**src/rtl/abt_pkg.sv**
```systemverilog
/*
  Constants, field layouts, encodings and state types for the address generator
  (bit-reversed write addressing and table/program-space read construction).
  Assumes a single 25 MHz system clock and an Avalon-MM host reaching the
  control registers through word-indexed addresses.
*/
// Operation
// bit-reversed addressing only for X-space data writes, never reads or Y space
// active only if pointer select not 1111, enable set, pre/post increment mode
// control register: enable in bit 15, 15-bit pivot in bits 14 to 0
// software aligns a 2^N byte buffer on an address with N low zeros
// only the modifier is treated reversed; pointer and destination stay normal
// in bit-reversed mode pointer plus pivot replaces the normal increment offset
// word data assumed: pivot scaled to bytes, effective address LSB forced zero
// byte writes or other modes give ordinary addresses even when enabled
// bit reversal takes precedence over modulo on the same pointer for writes
// software avoids indirect read through reverse pointer right after control write
// 16-entry buffer index sequence equals the 4-bit reversal of the index
// program space 24 bits, data space 16 bits, program counter steps by two
// table address is page and effective address; page bit 7 picks config space
// table accesses need no word alignment; config space reads permitted
// low table read in word mode returns program bits 15 to 0
// low table read byte mode: select 1 upper byte, 0 lower byte, into low byte
// high table read word mode: bits 23 to 16 in low byte, upper byte zero
// high table read byte mode: bits 23 to 16 for select 0, zero for select 1
// program space seen through data space is read only, low word only
// reversed add carries run from MSB toward LSB: reverse, add, reverse back
package abt_pkg;

  // ==========================================================
  // register map (word index on the Avalon-MM slave)
  localparam logic [1:0] ABT_OFS_BRC = 2'h0;
  localparam logic [1:0] ABT_OFS_PAGE = 2'h1;
  localparam logic [1:0] ABT_OFS_MODE = 2'h2;
  localparam logic [1:0] ABT_OFS_STATUS = 2'h3;

  // ==========================================================
  // field layouts
  localparam int ABT_BRC_EN_BIT = 15;
  localparam int ABT_BRC_PIVOT_W = 15;
  localparam int ABT_MODE_SEL_LSB = 8;
  localparam int ABT_PAGE_CFG_BIT = 7;
  localparam logic [3:0] ABT_SEL_NONE = 4'hf;

  // ==========================================================
  // reset values
  localparam logic [15:0] ABT_BRC_RST = 16'h0000;
  localparam logic [7:0] ABT_PAGE_RST = 8'h00;
  localparam logic [15:0] ABT_MODE_RST = 16'h0f00;
  localparam logic [23:0] ABT_PC_RST = 24'h000000;

  // ==========================================================
  // timing: program counter step per program word
  localparam logic [23:0] ABT_PC_STEP = 24'h000002;

  // ==========================================================
  // addressing modes issued by the pipeline
  localparam logic [2:0] ABT_AM_DIRECT = 3'h0;
  localparam logic [2:0] ABT_AM_INDIRECT = 3'h1;
  localparam logic [2:0] ABT_AM_POST_INC = 3'h2;
  localparam logic [2:0] ABT_AM_POST_DEC = 3'h3;
  localparam logic [2:0] ABT_AM_PRE_INC = 3'h4;
  localparam logic [2:0] ABT_AM_PRE_DEC = 3'h5;
  localparam logic [2:0] ABT_AM_INDEXED = 3'h6;
  localparam logic [2:0] ABT_AM_LITERAL = 3'h7;

  // program memory access sequencer
  typedef enum logic [1:0] {
    ABT_ST_IDLE = 2'b00,
    ABT_ST_TBL = 2'b01,
    ABT_ST_PSV = 2'b10
  } abt_state_t;

endpackage

```
**src/rtl/abt_agu.sv**
```systemverilog
/*
  Address generator: bit-reversed X write addressing, 24-bit program address
  construction for table reads, program-space-visibility reads and the
  program counter. Control registers over an Avalon-MM slave with waitrequest.
  Assumes the pipeline presents one-cycle request pulses synchronous to clk_sys
  and the program memory answers a read strobe with a pm_valid pulse later.
*/
module abt_agu
  import abt_pkg::*;
(
  input wire logic clk_sys,
  input wire logic reset_n,
  // avalon-mm slave
  input wire logic [1:0] avs_address,
  input wire logic avs_read,
  input wire logic avs_write,
  input wire logic [31:0] avs_writedata,
  input wire logic [3:0] avs_byteenable,
  output logic [31:0] avs_readdata,
  output logic avs_waitrequest,
  // effective address requests from the pipeline
  input wire logic agen_req,
  input wire logic agen_write,
  input wire logic agen_xspace,
  input wire logic agen_byte,
  input wire logic [2:0] agen_mode,
  input wire logic [3:0] agen_reg,
  input wire logic [15:0] agen_ptr,
  input wire logic [15:0] agen_offset,
  output logic agen_done,
  output logic [15:0] agen_ea,
  output logic [15:0] agen_ptr_next,
  output logic agen_bitrev,
  // table reads
  input wire logic tbl_req,
  input wire logic tbl_high,
  input wire logic tbl_byte,
  input wire logic [15:0] tbl_ea,
  output logic tbl_done,
  output logic [15:0] tbl_data,
  output logic tbl_cfg,
  // program space visibility
  input wire logic psv_req,
  input wire logic psv_write,
  input wire logic [23:0] psv_addr,
  output logic psv_done,
  output logic [15:0] psv_data,
  output logic psv_err,
  output logic mem_busy,
  // program memory port
  output logic pm_rd,
  output logic [23:0] pm_addr,
  input wire logic [23:0] pm_rdata,
  input wire logic pm_valid,
  // program counter
  input wire logic pc_load,
  input wire logic [23:0] pc_load_value,
  input wire logic pc_advance,
  output logic [23:0] pc
);

  // ==========================================================
  // helpers

  function automatic logic [15:0] rev16(input logic [15:0] v);
    logic [15:0] r;
    r = 16'h0000;
    for (int i = 0; i < 16; i++) begin
      r[i] = v[15 - i];
    end
    return r;
  endfunction

  // reversed-carry add: the pointer stays in normal order, only the pivot is
  // treated as reversed; the carries run from the MSB down toward the LSB
  function automatic logic [15:0] rev_add(input logic [15:0] ptr, input logic [14:0] pivot);
    logic [15:0] s;
    logic [15:0] t;
    s = 16'(rev16(ptr) + rev16({pivot, 1'b0}));
    t = rev16(s);
    // a carry that runs off the reversed top lands in bit 0, dropped for word data
    return {t[15:1], 1'b0};
  endfunction

  // byte-lane merge for a 16-bit register held in the low half of the word
  function automatic logic [15:0] be_merge16(input logic [15:0] old, input logic [31:0] wd,
                                             input logic [3:0] be);
    logic [15:0] r;
    r = old;
    if (be[0]) begin
      r[7:0] = wd[7:0];
    end
    if (be[1]) begin
      r[15:8] = wd[15:8];
    end
    return r;
  endfunction

  // table data lane selection and phantom byte
  function automatic logic [15:0] tbl_extract(input logic [23:0] w, input logic hi,
                                              input logic bmode, input logic bsel);
    logic [15:0] r;
    r = 16'h0000;
    if (!hi && !bmode) begin
      r = w[15:0];
    end else if (!hi) begin
      r = {8'h00, bsel ? w[15:8] : w[7:0]};
    end else if (!bmode) begin
      r = {8'h00, w[23:16]};
    end else begin
      r = bsel ? 16'h0000 : {8'h00, w[23:16]};
    end
    return r;
  endfunction

  // ==========================================================
  // state

  typedef struct packed {
    logic [15:0] brc;
    logic [7:0] page;
    logic [15:0] mode;
    logic av_wait;
    logic [31:0] av_rdata;
    logic ag_done;
    logic [15:0] ag_ea;
    logic [15:0] ag_ptr;
    logic ag_rev;
    abt_state_t st;
    logic pm_rd;
    logic [23:0] pm_addr;
    logic hi;
    logic bmode;
    logic bsel;
    logic cfg;
    logic t_done;
    logic [15:0] t_data;
    logic p_done;
    logic [15:0] p_data;
    logic p_err;
    logic p_err_seen;
    logic [23:0] pc;
    // busy kept as its own flop so the pipeline stall sees no state decode
    logic busy;
  } abt_regs_t;

  abt_regs_t s_q;
  abt_regs_t s_d;

  logic av_req;
  logic av_fire;
  logic rev_cond;
  logic [15:0] step;
  logic [15:0] ptr_mod;

  assign av_req = avs_read | avs_write;
  // the access completes in the cycle waitrequest is seen low
  assign av_fire = av_req & ~s_q.av_wait;

  // bit reversal qualifies only on word X writes in increment modes through
  // the selected pointer; this bypasses modulo correction downstream
  assign rev_cond = agen_write & agen_xspace & ~agen_byte
                  & s_q.brc[ABT_BRC_EN_BIT]
                  & (s_q.mode[ABT_MODE_SEL_LSB +: 4] != ABT_SEL_NONE)
                  & (agen_reg == s_q.mode[ABT_MODE_SEL_LSB +: 4])
                  & ((agen_mode == ABT_AM_PRE_INC) | (agen_mode == ABT_AM_POST_INC));

  // normal modified pointer
  // decrement modes negate the offset; the 16-bit wrap is intended
  assign step = (agen_mode == ABT_AM_POST_DEC || agen_mode == ABT_AM_PRE_DEC) ? 16'(-agen_offset)
                                                                              : agen_offset;
  assign ptr_mod = 16'(agen_ptr + step);

  // ==========================================================
  // next state
  always_comb begin
    s_d = s_q;
    s_d.ag_done = 1'b0;
    s_d.t_done = 1'b0;
    s_d.p_done = 1'b0;
    s_d.p_err = 1'b0;
    s_d.pm_rd = 1'b0;

    // bus slave: one wait cycle, then a single completion cycle
    s_d.av_wait = 1'b1;
    if (av_req && s_q.av_wait) begin
      s_d.av_wait = 1'b0;
      unique case (avs_address)
        ABT_OFS_BRC: s_d.av_rdata = {16'h0000, s_q.brc};
        ABT_OFS_PAGE: s_d.av_rdata = {24'h000000, s_q.page};
        ABT_OFS_MODE: s_d.av_rdata = {16'h0000, s_q.mode};
        ABT_OFS_STATUS: s_d.av_rdata = {28'h0000000, s_q.p_err_seen, s_q.cfg, s_q.st};
      endcase
    end
    if (av_fire && avs_write) begin
      unique case (avs_address)
        ABT_OFS_BRC: s_d.brc = be_merge16(s_q.brc, avs_writedata, avs_byteenable);
        ABT_OFS_PAGE: begin
          if (avs_byteenable[0]) begin
            s_d.page = avs_writedata[7:0];
          end
        end
        ABT_OFS_MODE: s_d.mode = be_merge16(s_q.mode, avs_writedata, avs_byteenable);
        ABT_OFS_STATUS: begin
          // writing 1 to bit 3 clears the sticky error, a new error wins
          if (avs_byteenable[0] && avs_writedata[3]) begin
            s_d.p_err_seen = 1'b0;
          end
        end
      endcase
    end

    // effective address generation, answered one cycle after the request
    if (agen_req) begin
      s_d.ag_done = 1'b1;
      s_d.ag_rev = rev_cond;
      if (rev_cond) begin
        // normal offset ignored, pivot added instead
        s_d.ag_ptr = rev_add(agen_ptr, s_q.brc[ABT_BRC_PIVOT_W - 1:0]);
        s_d.ag_ea = (agen_mode == ABT_AM_PRE_INC) ? rev_add(agen_ptr, s_q.brc[ABT_BRC_PIVOT_W - 1:0])
                                                  : {agen_ptr[15:1], 1'b0};
      end else begin
        unique case (agen_mode)
          ABT_AM_POST_INC, ABT_AM_POST_DEC: begin
            s_d.ag_ea = agen_ptr;
            s_d.ag_ptr = ptr_mod;
          end
          ABT_AM_PRE_INC, ABT_AM_PRE_DEC: begin
            s_d.ag_ea = ptr_mod;
            s_d.ag_ptr = ptr_mod;
          end
          ABT_AM_INDEXED, ABT_AM_LITERAL: begin
            s_d.ag_ea = 16'(agen_ptr + agen_offset);
            s_d.ag_ptr = agen_ptr;
          end
          ABT_AM_DIRECT, ABT_AM_INDIRECT: begin
            s_d.ag_ea = agen_ptr;
            s_d.ag_ptr = agen_ptr;
          end
        endcase
      end
    end

    // program memory sequencer; table reads win over visibility reads
    // requests that arrive while busy are dropped: the pipeline waits for done
    unique case (s_q.st)
      ABT_ST_IDLE: begin
        if (tbl_req) begin
          s_d.st = ABT_ST_TBL;
          s_d.pm_rd = 1'b1;
          s_d.pm_addr = {s_q.page, tbl_ea};
          s_d.cfg = s_q.page[ABT_PAGE_CFG_BIT];
          s_d.hi = tbl_high;
          s_d.bmode = tbl_byte;
          s_d.bsel = tbl_ea[0];
        end else if (psv_req && psv_write) begin
          s_d.p_err = 1'b1;
          s_d.p_done = 1'b1;
          s_d.p_err_seen = 1'b1;
        end else if (psv_req) begin
          s_d.st = ABT_ST_PSV;
          s_d.pm_rd = 1'b1;
          s_d.pm_addr = psv_addr;
        end
      end
      ABT_ST_TBL: begin
        if (pm_valid) begin
          s_d.st = ABT_ST_IDLE;
          s_d.t_done = 1'b1;
          s_d.t_data = tbl_extract(pm_rdata, s_q.hi, s_q.bmode, s_q.bsel);
        end
      end
      ABT_ST_PSV: begin
        if (pm_valid) begin
          s_d.st = ABT_ST_IDLE;
          s_d.p_done = 1'b1;
          s_d.p_data = pm_rdata[15:0];
        end
      end
      default: s_d.st = ABT_ST_IDLE;
    endcase

    // program counter: bit 0 always clear, one step per program word
    if (pc_load) begin
      s_d.pc = {pc_load_value[23:1], 1'b0};
    end else if (pc_advance) begin
      s_d.pc = 24'(s_q.pc + ABT_PC_STEP);
    end

    // busy follows the sequencer state in the same edge
    s_d.busy = (s_d.st != ABT_ST_IDLE);
  end

  // ==========================================================
  // registers
  always_ff @(posedge clk_sys or negedge reset_n) begin
    if (!reset_n) begin
      s_q <= '0;
      s_q.brc <= ABT_BRC_RST;
      s_q.page <= ABT_PAGE_RST;
      s_q.mode <= ABT_MODE_RST;
      s_q.av_wait <= 1'b1;
      s_q.st <= ABT_ST_IDLE;
      s_q.pc <= ABT_PC_RST;
    end else begin
      s_q <= s_d;
    end
  end

  // outputs straight from flops
  assign avs_readdata = s_q.av_rdata;
  assign avs_waitrequest = s_q.av_wait;
  assign agen_done = s_q.ag_done;
  assign agen_ea = s_q.ag_ea;
  assign agen_ptr_next = s_q.ag_ptr;
  assign agen_bitrev = s_q.ag_rev;
  assign tbl_done = s_q.t_done;
  assign tbl_data = s_q.t_data;
  assign tbl_cfg = s_q.cfg;
  assign psv_done = s_q.p_done;
  assign psv_data = s_q.p_data;
  assign psv_err = s_q.p_err;
  assign mem_busy = s_q.busy;
  assign pm_rd = s_q.pm_rd;
  assign pm_addr = s_q.pm_addr;
  assign pc = s_q.pc;
endmodule

```
**config.mk**
```make
export PLATFORM = sky130hd
export DESIGN_NAME = abt_agu
export DESIGN_NICKNAME = d
export VERILOG_FILES = /design/src/rtl/abt_pkg.sv /design/src/rtl/abt_agu.sv
export SDC_FILE = /design/constraint.sdc
export NUM_CORES = 1
export LEC_CHECK = 0
export BUFFER_PORTS_ARGS = -buffer_cell sky130_fd_sc_hd__buf_2
export CORE_MARGIN = 2
export CORE_UTILIZATION = 50
export DETAILED_ROUTE_END_ITERATION = 10
export PLACE_DENSITY = 0.86
export SLEW_MARGIN = 10
export SYNTH_ARGS = -nofsm -noshare
export SYNTH_HDL_FRONTEND = slang
export SYNTH_SLANG_ARGS = --single-unit
```
**constraint.sdc**
```tcl
create_clock -name clk_sys -period 3.8 [get_ports clk_sys]
set_clock_uncertainty 0.05 [all_clocks]
set_input_delay 0.57 -clock clk_sys [delete_from_list [all_inputs] [get_ports clk_sys]]
set_output_delay 0.57 -clock clk_sys [all_outputs]
set_load 0.005 [all_outputs]
```
==> impl_metrics.tcl <==
set metrics [dict create \
    syn_area_mm2 0.0119 \
    cts.path.max_buffers 2 \
    ir_worst_vdd_v 0.000334 \
    cts_tree "yes" \
    critPathCaptureType "register" \
    fin_nets 1678 \
    ys.flop_type "dfrtp_1" \
    cts_buffers 17 \
    ys_seq_elements 182 \
    hold_buffers 0 \
    routed_wl_um 32400 \
    die_h_um 158 \
    remaining_drc_errors 0 \
    relSlewSlack_pct 29.2 \
    die_w_um 158 \
    wl_per_cell_um 18.2 \
    synth_area_leader_cell "dfrtp_1" \
    root_buffer "clkbuf_16" \
    drv_slew 0 \
    postCtsSetupBuffers 0 \
    crit_type "primary input to register" \
    port-buffer-count 297 \
    firstDrtPassIters 5 \
    first_global_vias 9630 \
    drtIter0Drc 877 \
    placed_cells 1742 \
    grt_first_pass_wirelength_um 49600 \
    crit_start "agen_offset[2]" \
    htreeDepth 4 \
    drt.antenna.violating_nets 0 \
    instances_no_fill 1779 \
    worst-endpoint-arrival_ps 3570 \
    status "finished, final reports clean" \
    hold_viol 0 \
    period_share_pct 87.1 \
    yosys_warnings 0 \
    synth_cell_types 61 \
    num_rows 56 \
    clkLatencyLatePin_ps 430 \
    hold_path.class "primary input to async pin" \
    grt_overflow 0 \
    antenna_found_initial 5 \
    setup_tns_ps 0 \
    cts_resized 0 \
    crit_path_start_kind "primary input" \
    start_util_pct 50.9 \
    grt_max_degree 86 \
    async_flop_share_pct 100 \
    area_growth_pct 12.9 \
    place_congestion 0.973 \
    max-cap-violations 0 \
    layout_min_cycle_time_ps 3310 \
    rsz0062_at_grt "no" \
    syn_area_per_cell_um2 9.35 \
    path_clk_slew_ps 80 \
    synthTopCellsByArea "dfrtp_1 (37%), buf_4 (9.1%), mux2_2 (6.1%), ha_1 (5.5%), nand2_1 (4.3%)" \
    syn_inst 1274 \
    setup_viol 0 \
    drive_gt1_share_pct 30.9 \
    p_leak_nw 6.44 \
    power_density_mw_per_mm2 571 \
    timing.hold.ws_ps 166 \
    power.total_mw 7.67 \
    synth_top_area_share_pct 37.2 \
    crit_required_ps 4060 \
    routed_via_density 5.69 \
    fmax_mhz 302 \
    ioPinCount 334 \
    synth-edff-count 0 \
    grt.total_usage_pct 25.1 \
    seq_area_frac_synth_pct 38.3 \
    dp_hpwl_um 24800 \
    clkSinkCount 182 \
    die-area_mm2 0.0251 \
    worst_slew_pin_slew_ps 1060 \
    crit_fanout 5 \
    regToRegStartpoint "s_q[197]$_DFFE_PN0P_" \
    vias 10100 \
    core_mm2 0.0234 \
]
[layout make-up]
class                   instances  area, um^2
flip-flops and latches        182        4560
diodes                          5        12.5
inverters                      24        90.1
fillers                      2053        9950
well taps                     319         399
multi-input cells             883        6000
clock buffers                  18         439
clock inverters                14         163
repair buffers                334        1780
[power breakdown]
| part | total [mW] | internal (mW) | switching, mW |
|---|---|---|---|
| logic | 2.86 | 1.37 | 1.49 |
| clock network | 1.79 | 0.954 | 0.840 |
| registers | 3.02 | 2.55 | 0.470 |
| total | 7.67 | 4.87 | 2.80 |
[cell usage in the layout (no fill, tap or decap), types with 4 or more instances in the layout]
cell / synthesis / layout
o211ai_1: 9 / 9
nand3_1: 22 / 22
dfstp_2: 5 / 5
nand2_1: 137 / 137
mux2i_1: 19 / 19
or3_1: 5 / 5
o22ai_1: 54 / 54
and2_1: 5 / 5
a21oi_1: 92 / 92
o21a_1: 6 / 6
a22o_1: 9 / 9
o21ai_0: 78 / 77
dfrtp_1: 177 / 177
a22oi_1: 5 / 5
mux2_2: 64 / 64
and3_1: 10 / 10
nand2b_1: 8 / 8
clkbuf_16: 0 / 17
o21bai_1: 4 / 4
xnor2_1: 40 / 40
a221oi_1: 7 / 7
buf_2: 4 / 296
a211oi_1: 8 / 8
nand4_1: 13 / 13
a31oi_1: 18 / 18
nor3_1: 12 / 12
diode_2: 0 / 5
conb_1: 1 / 17
nor2b_1: 10 / 9
buf_4: 144 / 36
o31ai_1: 20 / 20
inv_1: 24 / 24
a21o_1: 18 / 18
nor2_1: 62 / 62
ha_1: 52 / 52
mux4_2: 4 / 4
xor2_1: 37 / 37
[logic make-up (layout without fill, tap and decap cells)]
family	Yosys count	count (layout)	synth area share, %
compound gates	353	353	18.4
xor+xnor	78	78	5.89
fa+ha+maj	55	55	5.97
buf+inv	225	390	11.9
flops	182	182	38.3
mux	87	87	8.41
other cells	1	22	0.0315
simple gates	293	293	11.2
[cells in the mapped netlist, types with 7 or more instances]
library cell,number
o22ai_1,54
nor2_1,62
mux2i_1,19
nand2b_1,8
nor3_1,12
xor2_1,37
o31ai_1,20
a21oi_1,92
xnor2_1,40
nand3_1,22
ha_1,52
a22o_1,9
clkbuf_1,48
a211oi_1,8
nand2_1,137
o21ai_0,78
mux2_2,64
o211ai_1,9
inv_1,24
and3_1,10
dfrtp_1,177
nand4_1,13
nor2b_1,10
buf_4,144
a31oi_1,18
a21o_1,18
a221oi_1,7
[routing by layer]
metal | GRT usage (%) | share of wire [%] | vias up
met2 | 40.5 | 48 | 423
met1 | 33.1 | 42 | 4856
met3 | 5.42 | 6.9 | 69
li1 | - | - | 4768
met4 | 10.0 | 2.9 | 0
met5 | 0 | 0 | -
[final timing paths]
kind / endpoint / slack (ps) / cells past startpoint
setup / recovery: agen_ea[14]$_DFFE_PN0P_ / 490 / 14
hold reg to reg: tbl_data[1]$_DFFE_PN0P_ / 430 / 2
min in group clk_sys: pc[9]$_DFFE_PN0N_ / 290 / 3
max in group asynchronous: avs_waitrequest$_DFF_PN1_ / 2660 / 2
setup reg to reg: agen_ptr_next[3]$_DFFE_PN0P_ / 820 / 11
hold / removal: pm_addr[0]$_DFFE_PN0P_ / 170 / 1
[flip-flops by register name (all words and copies together) (netlist names)]
name	count
pm_addr	24
psv_done	1
avs_waitrequest	1
psv_err	1
avs_readdata	16
agen_ea	16
pm_rd	1
tbl_data	16
psv_data	16
mem_busy	1
tbl_done	1
pc	23
s_q	46
agen_bitrev	1
agen_ptr_next	16
tbl_cfg	1
agen_done	1
[stage by stage]
step / worst slack, ps / area [um^2] / utilization (%)
finish: 490 / 13400 / 57.5
global route: 356 / 13400 / 57.4
CTS: 572 / 13400 / 57.4
detailed placement: 112 / 12800 / 54.8
global placement: 216 / 12800 / 54.8
floorplan: 473 / 12000 / -
[worst max-delay path: stages]
cell and delay (ps):
buf_2 130, nor2_1 190, nand2_1 90, or3_1 370, nor2_1 230, a21oi_1 120, xor2_1 160, ha_1 350
a21o_1 190, a21o_1 170, a221oi_1 420, xnor2_1 180, a221oi_1 300, o31ai_1 90
(Power assumes the default switching activity.)
